--- src/verilog/bpsl_pkg.sv ---
// What this block does
// - Auto LED: green, blue IDE, red reset, yellow standby.
// - Auto LED white near thermal limit.
// - Auto LED cyan 10M, magenta 100M, blink activity.
// - Jumper fitted at power-up forces red in automatic display.
// - LED field zero selects automatic display.
// - Manual codes 0x08 off through 0x0F white.
// - Configuration bit can keep LED dark.
// - Reset status reads one per asserted source, except reserved bit D2.
// - Writing one clears a reset status bit.
// - Reset status bit assignment D7 to D0.
// - Higher priority source also sets lower ones.
// - Non-reset button leaves utility bit zero.
// - Ring indicator of either port wakes.
// - Digital I/O interrupts wake from any state.
// - Power-management event input wakes the system.
// - Real-time-clock alarm powers system on daily.
// - Open-drain power-on request, released when off.
// - Supply inputs monitored to make power-good.
`default_nettype none
package bpsl_pkg;

   // Legacy I/O port locations.
   localparam logic [15:0] LED_CTRL_ADDR  = 16'h0456;
   localparam logic [15:0] RST_CAUSE_ADDR = 16'h0457;

   // Reset values.
   localparam logic [7:0]  LED_CTRL_RESET  = 8'h00;
   localparam logic [7:0]  RST_CAUSE_RESET = 8'h00;

   // Reset status bit positions.
   localparam int RC_MAIN    = 7;
   localparam int RC_CORE    = 6;
   localparam int RC_NONSTBY = 5;
   localparam int RC_MEM     = 4;
   localparam int RC_STBY    = 3;
   localparam int RC_RSVD    = 2;
   localparam int RC_PCI     = 1;
   localparam int RC_UTIL    = 0;

   // Bits implied by a source of each priority level.
   localparam logic [7:0]  RC_BY_STBY  = 8'hFA;
   localparam logic [7:0]  RC_BY_MAIN  = 8'hF2;
   // Level three implies only the PCI bit; its peers share the level and stay apart.
   localparam logic [7:0]  RC_BY_LVL3  = 8'h02;
   localparam logic [7:0]  RC_DIRECT   = 8'hFA;

   // LED register layout: low nibble is the LED field, bit 4 reads zero.
   localparam int          LED_MANUAL_BIT = 3;
   localparam logic [7:0]  LED_WR_MASK    = 8'hEF;
   localparam logic [3:0]  LED_CODE_AUTO  = 4'h0;

   // Colours as {red, green, blue}.
   typedef logic [2:0] bpsl_rgb_t;
   localparam bpsl_rgb_t COL_OFF     = 3'h0;
   localparam bpsl_rgb_t COL_BLUE    = 3'h1;
   localparam bpsl_rgb_t COL_GREEN   = 3'h2;
   localparam bpsl_rgb_t COL_CYAN    = 3'h3;
   localparam bpsl_rgb_t COL_RED     = 3'h4;
   localparam bpsl_rgb_t COL_MAGENTA = 3'h5;
   localparam bpsl_rgb_t COL_YELLOW  = 3'h6;
   localparam bpsl_rgb_t COL_WHITE   = 3'h7;

   // Timing.
   localparam int unsigned CLK_PERIOD_NS  = 25;
   localparam int unsigned BLINK_HALF_MS  = 100;
   localparam int unsigned BLINK_HALF_CYC = BLINK_HALF_MS * 1000000 / CLK_PERIOD_NS;
   localparam logic [1:0]  JMP_SETTLE_CYC = 2'h3;

   // Main rail sequencing.
   typedef enum logic [1:0] {PWR_OFF, PWR_START, PWR_ON} bpsl_pwr_e;

endpackage
`default_nettype wire

--- src/verilog/bpsl_led_if.sv ---
`timescale 1ns/1ps
`default_nettype none
interface bpsl_led_if;
   logic       led_en;
   logic       jumper_red;
   logic       in_reset;
   logic       standby;
   logic       thermal;
   logic       ide_act;
   logic       eth_link;
   logic       eth_100;
   logic       eth_act;
   logic [3:0] code;

   modport ctl (output led_en, jumper_red, in_reset, standby, thermal, ide_act, eth_link, eth_100, eth_act, code);
   modport led (input  led_en, jumper_red, in_reset, standby, thermal, ide_act, eth_link, eth_100, eth_act, code);
endinterface
`default_nettype wire

--- src/verilog/bpsl_sync.sv ---
`timescale 1ns/1ps
`default_nettype none
module bpsl_sync
   import bpsl_pkg::*;
#(
   parameter int W = 1
) (
   // Clock and reset.
   input  wire logic         sys_clk_i,
   input  wire logic         sys_rst_i,
   // Asynchronous levels in, synchronised levels out.
   input  wire logic [W-1:0] d_i,
   output logic      [W-1:0] q_o
);

   logic [W-1:0] meta_q;

   // Two stages; only the second stage is visible to other logic.
   always_ff @(posedge sys_clk_i or posedge sys_rst_i) begin
      if (sys_rst_i) begin
         meta_q <= '0;
         q_o    <= '0;
      end else begin
         meta_q <= d_i;
         q_o    <= meta_q;
      end
   end

endmodule
`default_nettype wire

--- src/verilog/bpsl_led.sv ---
`timescale 1ns/1ps
`default_nettype none
module bpsl_led
   import bpsl_pkg::*;
#(
   parameter int unsigned BLINK_CYC = BLINK_HALF_CYC
) (
   // Clock and reset.
   input  wire logic   sys_clk_i,
   input  wire logic   sys_rst_i,
   // Status and control.
   bpsl_led_if.led     st,
   // LED drive.
   output bpsl_rgb_t   rgb_o
);

   localparam logic [31:0] BLINK_LAST = 32'(BLINK_CYC - 1);

   logic [31:0] blink_cnt_q;
   logic        blink_off_q;
   bpsl_rgb_t   auto_col;

   // Free-running blink phase; activity only darkens the off half.
   always_ff @(posedge sys_clk_i or posedge sys_rst_i) begin
      if (sys_rst_i) begin
         blink_cnt_q <= 32'h0000_0000;
         blink_off_q <= 1'b0;
      end else if (blink_cnt_q >= BLINK_LAST) begin
         blink_cnt_q <= 32'h0000_0000;
         blink_off_q <= ~blink_off_q;
      end else begin
         blink_cnt_q <= blink_cnt_q + 32'h0000_0001;
      end
   end

   // Automatic status, most urgent condition first.
   always_comb begin
      if (st.jumper_red || st.in_reset) begin
         auto_col = COL_RED;
      end else if (st.standby) begin
         auto_col = COL_YELLOW;
      end else if (st.thermal) begin
         auto_col = COL_WHITE;
      end else if (st.ide_act) begin
         auto_col = COL_BLUE;
      end else if (st.eth_link) begin
         auto_col = (st.eth_act && blink_off_q) ? COL_OFF : (st.eth_100 ? COL_MAGENTA : COL_CYAN);
      end else begin
         auto_col = COL_GREEN;
      end
   end

   // Codes with the manual bit clear show automatic status.
   always_ff @(posedge sys_clk_i or posedge sys_rst_i) begin
      if (sys_rst_i) begin
         rgb_o <= COL_OFF;
      end else if (!st.led_en) begin
         rgb_o <= COL_OFF;
      end else if (st.code[LED_MANUAL_BIT]) begin
         rgb_o <= st.code[2:0];
      end else begin
         rgb_o <= auto_col;
      end
   end
endmodule
`default_nettype wire

--- src/verilog/board_power_status_logic.sv ---
`timescale 1ns/1ps
`default_nettype none
module board_power_status_logic
   import bpsl_pkg::*;
#(
   parameter int unsigned BLINK_CYC = BLINK_HALF_CYC
) (
   // Clock and reset.
   input  wire logic        sys_clk_i,
   input  wire logic        sys_rst_i,
   // Legacy I/O port access from the host bridge.
   input  wire logic [15:0] io_addr_i,
   input  wire logic        io_wr_i,
   input  wire logic        io_rd_i,
   input  wire logic [7:0]  io_wdata_i,
   output logic      [7:0]  io_rdata_o,
   // Setup configuration levels.
   input  wire logic        cfg_led_en_i,
   input  wire logic        cfg_ring_wake_en_i,
   input  wire logic        cfg_dio_wake_en_i,
   input  wire logic        cfg_pme_wake_en_i,
   input  wire logic        cfg_alarm_wake_en_i,
   input  wire logic        cfg_util_is_reset_i,
   // Wake sources.
   input  wire logic [1:0]  ring_i,
   input  wire logic [2:0]  dio_irq_i,
   input  wire logic [2:0]  pme_n_i,
   input  wire logic        rtc_alarm_i,
   // Power supply.
   input  wire logic        sleep_req_i,
   input  wire logic [3:0]  supply_ok_i,
   output logic             psu_on_n_o,
   output logic             psu_on_oe_n_o,
   output logic             power_good_o,
   output logic             wake_event_o,
   // Reset sources, one per status bit.
   input  wire logic [7:0]  rst_src_i,
   // Board status for the LED.
   input  wire logic        board_rst_i,
   input  wire logic        default_config_jumper_i,
   input  wire logic        ide_act_i,
   input  wire logic        eth_link_i,
   input  wire logic        eth_100_i,
   input  wire logic        eth_act_i,
   input  wire logic        thermal_warn_i,
   // LED drive as {red, green, blue}.
   output logic      [2:0]  led_rgb_o
);

   localparam int SYNC_W = 29;

   logic [SYNC_W-1:0] async_bus;
   logic [SYNC_W-1:0] sync_bus;
   logic [1:0]        ring_s;
   logic [2:0]        dio_s;
   logic [2:0]        pme_n_s;
   logic              alarm_s;
   logic              sleep_s;
   logic [3:0]        supply_s;
   logic [7:0]        src_s;
   logic              board_rst_s;
   logic              jumper_s;
   logic              ide_s;
   logic              link_s;
   logic              spd_s;
   logic              act_s;
   logic              therm_s;

   // Every wake, supply, reset-source and board status pin level is synchronised once, in one block.
   assign async_bus = {ring_i, dio_irq_i, pme_n_i, rtc_alarm_i, sleep_req_i, supply_ok_i, rst_src_i,
                       board_rst_i, default_config_jumper_i, ide_act_i, eth_link_i, eth_100_i,
                       eth_act_i, thermal_warn_i};

   bpsl_sync #(
      .W (SYNC_W)
   ) u_sync (
      .sys_clk_i (sys_clk_i),
      .sys_rst_i (sys_rst_i),
      .d_i       (async_bus),
      .q_o       (sync_bus)
   );

   assign {ring_s, dio_s, pme_n_s, alarm_s, sleep_s, supply_s, src_s,
           board_rst_s, jumper_s, ide_s, link_s, spd_s, act_s, therm_s} = sync_bus;

   // Edge detection on the synchronised wake and button inputs.
   logic [1:0] ring_prev_q;
   logic [2:0] dio_prev_q;
   logic [2:0] pme_n_prev_q;
   logic       alarm_prev_q;
   logic       util_prev_q;

   always_ff @(posedge sys_clk_i or posedge sys_rst_i) begin
      if (sys_rst_i) begin
         ring_prev_q  <= 2'h0;
         dio_prev_q   <= 3'h0;
         pme_n_prev_q <= 3'h0;
         alarm_prev_q <= 1'b0;
         util_prev_q  <= 1'b0;
      end else begin
         ring_prev_q  <= ring_s;
         dio_prev_q   <= dio_s;
         pme_n_prev_q <= pme_n_s;
         alarm_prev_q <= alarm_s;
         util_prev_q  <= src_s[RC_UTIL];
      end
   end

   logic ring_wake;
   logic dio_wake;
   logic pme_wake;
   logic alarm_wake;
   logic any_wake;
   logic util_press;

   // Each enabled source wakes on its asserting edge, so a held level does not re-wake after sleep.
   assign ring_wake  = cfg_ring_wake_en_i && |(ring_s & ~ring_prev_q);
   assign dio_wake   = cfg_dio_wake_en_i && |(dio_s & ~dio_prev_q);
   assign pme_wake   = cfg_pme_wake_en_i && |(pme_n_prev_q & ~pme_n_s);
   assign alarm_wake = cfg_alarm_wake_en_i && alarm_s && !alarm_prev_q;
   assign any_wake   = ring_wake || dio_wake || pme_wake || alarm_wake;
   assign util_press = src_s[RC_UTIL] && !util_prev_q;

   // Main rail sequencing; this logic lives on standby power and runs through every sleep state.
   bpsl_pwr_e pwr_q;
   bpsl_pwr_e pwr_d;
   logic      all_ok;

   assign all_ok = &supply_s;

   always_comb begin
      pwr_d = pwr_q;
      unique case (pwr_q)
         PWR_OFF: begin
            if (any_wake) begin
               pwr_d = PWR_START;
            end
         end
         PWR_START: begin
            if (all_ok) begin
               pwr_d = PWR_ON;
            end
         end
         PWR_ON: begin
            if (sleep_s || !all_ok) begin
               pwr_d = PWR_OFF;
            end
         end
      endcase
   end

   always_ff @(posedge sys_clk_i or posedge sys_rst_i) begin
      if (sys_rst_i) begin
         pwr_q <= PWR_OFF;
      end else begin
         pwr_q <= pwr_d;
      end
   end

   // Open-drain request: the data is always low, only the enable moves.
   always_ff @(posedge sys_clk_i or posedge sys_rst_i) begin
      if (sys_rst_i) begin
         psu_on_n_o    <= 1'b0;
         psu_on_oe_n_o <= 1'b1;
      end else begin
         psu_on_n_o    <= 1'b0;
         psu_on_oe_n_o <= (pwr_d == PWR_OFF);
      end
   end

   // Power-good follows the monitored rails only once the sequence has reached on.
   always_ff @(posedge sys_clk_i or posedge sys_rst_i) begin
      if (sys_rst_i) begin
         power_good_o <= 1'b0;
         wake_event_o <= 1'b0;
      end else begin
         power_good_o <= (pwr_d == PWR_ON);
         wake_event_o <= (pwr_q == PWR_OFF) && any_wake;
      end
   end

   // Register decode.
   logic led_wr;
   logic rc_wr;

   assign led_wr = io_wr_i && (io_addr_i == LED_CTRL_ADDR);
   assign rc_wr  = io_wr_i && (io_addr_i == RST_CAUSE_ADDR);

   // LED control register; software is trusted to keep the upper bits as read.
   logic [7:0] led_ctrl_q;

   always_ff @(posedge sys_clk_i or posedge sys_rst_i) begin
      if (sys_rst_i) begin
         led_ctrl_q <= LED_CTRL_RESET;
      end else if (led_wr) begin
         led_ctrl_q <= io_wdata_i & LED_WR_MASK;
      end
   end

   // Reset cause capture with priority fan-out.
   logic [7:0] rc_q;
   logic [7:0] rc_set;
   logic [7:0] rc_clr;

   always_comb begin
      rc_set = src_s & RC_DIRECT;
      if (src_s[RC_STBY]) begin
         rc_set = rc_set | RC_BY_STBY;
      end
      if (src_s[RC_MAIN]) begin
         rc_set = rc_set | RC_BY_MAIN;
      end
      if (src_s[RC_CORE] || src_s[RC_NONSTBY] || src_s[RC_MEM]) begin
         rc_set = rc_set | RC_BY_LVL3;
      end
      rc_set[RC_UTIL] = util_press && cfg_util_is_reset_i;
      rc_clr = rc_wr ? io_wdata_i : 8'h00;
      rc_clr[RC_UTIL] = rc_clr[RC_UTIL] || (util_press && !cfg_util_is_reset_i);
   end

   // Reset, a written one or a non-reset utility press clears bits; a new event beats a clear in the same cycle.
   always_ff @(posedge sys_clk_i or posedge sys_rst_i) begin
      if (sys_rst_i) begin
         rc_q <= RST_CAUSE_RESET;
      end else begin
         rc_q <= (rc_q & ~rc_clr) | rc_set;
      end
   end

   // Read data, one cycle after the strobe; unmapped ports read zero.
   always_ff @(posedge sys_clk_i or posedge sys_rst_i) begin
      if (sys_rst_i) begin
         io_rdata_o <= 8'h00;
      end else if (io_rd_i) begin
         if (io_addr_i == LED_CTRL_ADDR) begin
            io_rdata_o <= led_ctrl_q;
         end else if (io_addr_i == RST_CAUSE_ADDR) begin
            io_rdata_o <= rc_q;
         end else begin
            io_rdata_o <= 8'h00;
         end
      end
   end

   // Jumper is sampled once, after the synchroniser has settled following power-up.
   logic [1:0] settle_q;
   logic       jumper_red_q;

   always_ff @(posedge sys_clk_i or posedge sys_rst_i) begin
      if (sys_rst_i) begin
         settle_q     <= 2'h0;
         jumper_red_q <= 1'b0;
      end else if (settle_q != JMP_SETTLE_CYC) begin
         settle_q <= settle_q + 2'h1;
         if (settle_q == JMP_SETTLE_CYC - 2'h1) begin
            jumper_red_q <= jumper_s;
         end
      end
   end

   // LED status bundle.
   bpsl_led_if led_bus ();

   assign led_bus.led_en     = cfg_led_en_i;
   assign led_bus.jumper_red = jumper_red_q;
   assign led_bus.in_reset   = board_rst_s || (pwr_q == PWR_START);
   assign led_bus.standby    = (pwr_q == PWR_OFF);
   assign led_bus.thermal    = therm_s;
   assign led_bus.ide_act    = ide_s;
   assign led_bus.eth_link   = link_s;
   assign led_bus.eth_100    = spd_s;
   assign led_bus.eth_act    = act_s;
   assign led_bus.code       = led_ctrl_q[3:0];

   bpsl_led #(
      .BLINK_CYC (BLINK_CYC)
   ) u_led (
      .sys_clk_i (sys_clk_i),
      .sys_rst_i (sys_rst_i),
      .st        (led_bus),
      .rgb_o     (led_rgb_o)
   );
endmodule
`default_nettype wire

--- config.mk ---
export PLATFORM = sky130hd
export DESIGN_NAME = board_power_status_logic
export DESIGN_NICKNAME = d
export VERILOG_FILES = /design/src/verilog/bpsl_pkg.sv /design/src/verilog/bpsl_led_if.sv /design/src/verilog/bpsl_sync.sv /design/src/verilog/bpsl_led.sv /design/src/verilog/board_power_status_logic.sv
export SDC_FILE = /design/constraint.sdc
export NUM_CORES = 1
export LEC_CHECK = 0
export ABC_AREA = 0
export BUFFER_PORTS_ARGS = -buffer_cell sky130_fd_sc_hd__buf_2
export CAP_MARGIN = 20
export CORE_MARGIN = 5
export CORE_UTILIZATION = 33
export CTS_CLUSTER_DIAMETER = 60
export CTS_CLUSTER_SIZE = 24
export DETAILED_ROUTE_END_ITERATION = 12
export PLACE_DENSITY = 0.54
export SLEW_MARGIN = 30
export SYNTH_ARGS = -nofsm -noshare
export SYNTH_HDL_FRONTEND = slang
export SYNTH_HIERARCHICAL = 1
export SYNTH_SLANG_ARGS = --single-unit
export TNS_END_PERCENT = 20
--- constraint.sdc ---
create_clock -name sys_clk_i -period 5 [get_ports sys_clk_i]
set_clock_uncertainty 0.15 [all_clocks]
set_input_delay 0.25 -clock sys_clk_i [delete_from_list [all_inputs] [get_ports sys_clk_i]]
set_output_delay 0.25 -clock sys_clk_i [all_outputs]
set_load 0.02 [all_outputs]
==> results of run 1 <==
-- registers in the layout, summed over array words and instances (netlist names), 2 cells and up --
name / flops
led_ctrl_q: 7
settle_q: 2
u_sync/q_o: 28
pwr_q: 2
dio_prev_q: 3
io_rdata_o: 8
rc_q: 8
ring_prev_q: 2
u_led/rgb_o: 3
u_sync/meta_q: 28
pme_n_prev_q: 3
u_led/blink_cnt_q: 32
-- through the flow --
stage | utilization (%) | power [mW] | hold WS, ns | area [um2]
6_report | 44.1 | 2.69 | 0.0346 | 6630
5_1_grt | 44.1 | 2.81 | 0.0215 | 6630
4_1_cts | 44.1 | 2.73 | 0.0119 | 6620
3_5_place_dp | 37.2 | 1.37 | 0.185 | 5600
3_3_place_gp | 37.2 | 1.36 | 0.182 | 5600
2_1_floorplan | - | 1.29 | 0.131 | 5020
-- power breakdown --
part	switching (mW)	internal, mW
combinational	0.121	0.0978
clock	0.450	0.875
sequential	0.0214	1.13
-- worst reg2reg max path: cells and delay by family, from the launching register on --
kind,cells,cell delay [ns]
AOI/OAI and AO/OA,2,0.80
and+or+nand+nor,2,0.43
xor gates and xnor gates,1,0.13
adders and majority gates,1,0.24
DFF,1,0.40
-- worst min path at each step --
stage | endpoint | cells past startpoint | start | slack (ns)
2_1_floorplan | u_sync/meta_q[0] | 0 | thermal_warn_i | 0.13
3_3_place_gp | u_sync/q_o[27] | 0 | u_sync/meta_q[27] | 0.18
3_5_place_dp | u_sync/q_o[14] | 0 | u_sync/meta_q[14] | 0.18
4_1_cts | rc_q[4] | 4 | io_wdata_i[4] | 0.01
5_1_grt | rc_q[4] | 4 | io_wdata_i[4] | 0.02
6_report | rc_q[4] | 4 | io_wdata_i[4] | 0.03
-- layout make-up --
| class | count | area (um2) | area share [%] |
|---|---|---|---|
| sequential | 133 | 3330 | 50.2 |
| multi-input combinational | 219 | 1560 | 23.6 |
| timing repair buffer | 116 | 778 | 11.7 |
| clock buffer | 21 | 470 | 7.10 |
| tap | 188 | 235 | 3.55 |
| clock inverter | 11 | 173 | 2.60 |
| inverter | 15 | 82.6 | 1.25 |
-- layer usage --
layer  GRT usage (%)  part of all wire (%)
met1            13.7                    45
met2            17.5                    49
met3            3.61                   3.8
met4            5.83                   2.0
met5               0                     0
-- timing repair --
action | in CTS | in global routing
resized for setup | 0 | 0
hold buffers | 38 | 0
hold endpoints to repair | 175 | 0
buffers inserted | 0 | 0
-- cell usage in the layout (no fill, tap or decap), types with 4 or more instances in the layout --
master         instances
dlygate4sd3_1         38
nand2_1               14
nor3_1                 7
o31ai_1                4
o2bb2ai_2              8
nand3b_1               5
and3_1                 6
xor2_1                13
buf_2                 75
clkinvlp_4             4
nand4_1                7
bufinv_16              5
inv_1                 13
mux2i_1                7
o21ai_1                8
nor2b_1                8
mux2_1                 7
ha_1                   6
dfrtp_1              132
clkbuf_16             17
conb_1                11
nor2_1                29
o21ai_0                7
xnor2_1                8
nand3_1               18
==> flow_metrics.tcl, run 1 <==
set metrics [dict create \
    timing.final.ws_setup_ns 2.70 \
    cts_buffer_depth 2 \
    avgViaCountPerCell 4.56 \
    layout_min_cycle_time_ns 2.30 \
    drc 0 \
    status "completed" \
    grt_pass1_vias 3305 \
    placementRows 45 \
    finalWirelength_mm 9.10 \
    crit_fanout 22 \
    pre_cts_ws_ns 2.40 \
    post-route-period-util_pct 46.0 \
    cp.arrival_ns 2.41 \
    cp-startpoint "u_led/blink_cnt_q[0]" \
    routabilityCongestion 0.751 \
    place_inst 633 \
    rsz0062_at_grt "false" \
    post_drt_wl_per_cell_um 13.0 \
    first_iter_violations 134 \
    p_per_area_nw_per_um2 406 \
    rrSetupSlack_ns 2.70 \
    h-tree-depth 4 \
    cp_slowest_cell "a21oi_4" \
    start_util_pct 33.2 \
    vias 3204 \
    r2r-end "u_led/blink_off_q" \
    nFillCells 1343 \
    cts_tree "done" \
    ir_drop_mv 0.295 \
    ant_nets 0 \
    worst_pin_slew_ns 0.667 \
    cpMostUsedCell "nand4_1" \
    grt.overflow.total 0 \
    cts_root_buf "clkbuf_16" \
    hold_viol 0 \
    grt_pass1_wl_mm 15.6 \
    cp_top_family "compound AO/OA/AOI/OAI gates" \
    yosysWarnings 6 \
    reg2reg_from "u_led/blink_cnt_q[0]" \
    dpl.hpwl_mm 6.16 \
    numCtsBuffers 17 \
    path_buf_inv 0 \
    path_clk_slew_ns 0.06 \
    setup_viol 0 \
    die_area_um2 17700 \
    synth.avg_cell_area_um2 13.7 \
    cp.depth 6 \
    slew_headroom_pct 55.6 \
    syn_to_final_growth_pct 33.0 \
    grt_antenna_before_repair 0 \
    hold_class "primary input to flip-flop" \
    first_pass_iters 4 \
    fmax_mhz 434 \
    ioPinCount 78 \
    startpoint_type "flip-flop" \
    coreArea_um2 15000 \
    critPathCapture "u_led/blink_off_q" \
    clock_sinks 133 \
    insertion_delay_ns 0.41 \
    maxSlewViolCount 0 \
    cpPeakStageDelay_ns 0.57 \
    netlist_area_um2 4980 \
    die_y_um 133 \
    fin_tns_setup_ns 0 \
    required_ns 5.11 \
    end_kind "flip-flop" \
    p_leak_nw 2.99 \
    maxCapViolCount 0 \
    die_w_um 133 \
    reg2regPathDepth 6 \
    synth_cells 365 \
    fin_cells 703 \
    fin_nets 571 \
    diodes 0 \
    io_buffers 75 \
    grt_max_degree 57 \
    drive_gt1_share_pct 25.4 \
    crit_type "flip-flop to flip-flop" \
    grt_use_total_pct 11.1 \
    worstPathCellList "ha_1 -> nand4_1 -> o211ai_1 -> nand4_1 -> a21oi_4 -> xor2_1" \
]
No activity file was read; power rests on OpenSTA's default activity.
==> run 2, diff against run 1 <==
clock period = 2.41 ns   (was 5 ns; I/O delays follow)
==> run 2 against run 1 <==
Net effect:
- clock-buffer cell count unchanged
- register-to-register slack got worse by 2.3 ns
- highest routed layer unchanged
- worst setup slack got worse by 2.3 ns
==> flow_metrics.tcl, run 2 (synthesis results as in run 1) <==
set metrics [dict create \
    status "completed" \
    crit_fanout 22 \
    timing.final.ws_setup_ns 0.364 \
    layout_min_cycle_time_ns 2.05 \
    largest_register_ffs 32 \
    path_clk_slew_ns 0.06 \
    maxCapViolCount 0 \
    dpl.hpwl_mm 6.30 \
    worstPathCellList "ha_1 -> nand4_1 -> o211ai_1 -> nand4_1 -> a21oi_2 -> buf_4 -> xor2_1" \
    p_per_area_nw_per_um2 846 \
    crit_type "flip-flop to flip-flop" \
    hold_viol 0 \
    post-route-period-util_pct 84.9 \
    grt.overflow.total 0 \
    diodes 0 \
    fin_tns_setup_ns 0 \
    clock_sinks 133 \
    first_pass_iters 4 \
    ir_drop_mv 0.461 \
    first_iter_violations 108 \
    postPlaceCellArea_um2 5610 \
    routabilityCongestion 0.759 \
    die_area_um2 17700 \
    utilization_pct 44.5 \
    cts_root_buf "clkbuf_16" \
    cts_resized 0 \
    fin_nets 576 \
    grt_use_total_pct 11.5 \
    cp_slowest_cell "dfrtp_1" \
    slew_headroom_pct 55.9 \
    die_w_um 133 \
    worst_pin_slew_ns 0.662 \
    drc 0 \
    io_buffers 75 \
    path_buf_inv 1 \
    die_y_um 133 \
    startpoint_type "flip-flop" \
    comb_power_share_pct 8.1 \
    end_kind "flip-flop" \
    post_drt_wl_per_cell_um 12.9 \
    finalWirelength_mm 9.12 \
    placementRows 45 \
    clkPwrFrac_pct 49.6 \
    cts_buffer_depth 2 \
    setup_viol 0 \
    pre_cts_ws_ns 0.351 \
    layout_common_cells "dfrtp_1, buf_2, dlygate4sd3_1" \
    cts_tree "done" \
    design_area_um2 6690 \
    h-tree-depth 4 \
    grt_max_degree 57 \
    insertion_delay_ns 0.41 \
    cpMostUsedCell "nand4_1" \
    hold_class "primary input to flip-flop" \
    fmax_mhz 489 \
    syn_to_final_growth_pct 34.1 \
    cpPeakStageDelay_ns 0.40 \
    drive_gt1_share_pct 25.2 \
    required_ns 2.59 \
    grt_antenna_before_repair 0 \
    swShare_pct 21.4 \
    power_switching_mw 1.21 \
    avgViaCountPerCell 4.47 \
    cts_setup_buffers 0 \
    p_int_mw 4.45 \
    rsz0062_at_grt "false" \
    grt_pass1_wl_mm 16.1 \
    top_regs "u_led/blink_cnt_q x32, u_sync/meta_q x28, u_sync/q_o x28" \
    start_util_pct 33.2 \
    ioPinCount 78 \
    regMostFlops "u_led/blink_cnt_q" \
    vias 3165 \
    coreArea_um2 15000 \
    maxSlewViolCount 0 \
    cp.arrival_ns 2.23 \
    cp_top_family "flip-flops" \
    numCtsBuffers 17 \
    grt_pass1_vias 3399 \
    layout_commonest_cell "dfrtp_1" \
    ant_nets 0 \
    p_leak_nw 3.03 \
    pwr-share-seq_pct 42.3 \
]
run 2: cell count changes in the layout (fill, tap and decap cells not counted), sizes merged:
| cell | delta |
|---|---|
| clkinv | +2 |
| clkinvlp | -3 |
| buf | +1 |
| bufinv | +1 |
| dlygate4sd3 | +4 |
run 2: final cells by class:
class	count	area (um2)
Timing Repair Buffer	121	826
Clock buffer	21	460
Sequential cell	133	3330
Tap cell	188	235
Multi-Input combinational cell	219	1550
Fill cell	1314	8350
Clock inverter	11	198
Inverter	15	82.6
run 2: final timing paths:
kind	startpoint	to	slack, ns	cells after the start
min in group asynchronous	sys_rst_i	u_led/blink_cnt_q[13]	0.24	4
setup reg to reg	u_led/blink_cnt_q[0]	u_led/blink_off_q	0.36	7
hold reg to reg	u_sync/meta_q[0]	u_sync/q_o[0]	0.19	0
max in group asynchronous	sys_rst_i	u_sync/meta_q[13]	1.36	4
hold / removal	io_addr_i[3]	rc_q[7]	0.02	5
setup / recovery	u_led/blink_cnt_q[0]	u_led/blink_off_q	0.36	7
run 2: metrics by stage:
stage               hold slack, ns  total power, mW  cells
floorplan                  0.00193             2.68    374
CTS                        0.00700             5.74    708
global placement            0.0784             2.82    634
detailed placement          0.0798             2.84    634
finish                      0.0192             5.65    708
global route                0.0325             5.90    708
run 2: what timing repair did:
action / CTS / global route
endpoints found under the setup margin: 0 / 0
hold endpoints to repair: 186 / 0
hold buffers: 42 / 0
run 2: metal layers:
layer | routed length, um | vias up | GRT usage (%)
li1 | - | 1548 | -
met1 | 4060 | 1546 | 14.1
met2 | 4500 | 56 | 18.1
met3 | 371 | 15 | 4.14
met4 | 182 | 0 | 5.54
met5 | 0 | - | 0
run 2: worst register-to-register path: cells and delay by family, from the launching register on:
family          cells  cell delay, ns
compound gates      2            0.37
xor+xnor            1            0.18
fa+ha+maj           1            0.24
buf+inv             1            0.26
flops               1            0.40
simple gates        2            0.37
run 2: power by group through the flow:
| stage | logic, mW | clock network (mW) | registers, mW |
|---|---|---|---|
| finish | 0.458 | 2.81 | 2.39 |
| global route | 0.512 | 2.99 | 2.40 |
| CTS | 0.466 | 2.89 | 2.39 |
| detailed placement | 0.415 | 0 | 2.43 |
| global placement | 0.398 | 0 | 2.43 |
| floorplan | 0.240 | 0 | 2.44 |
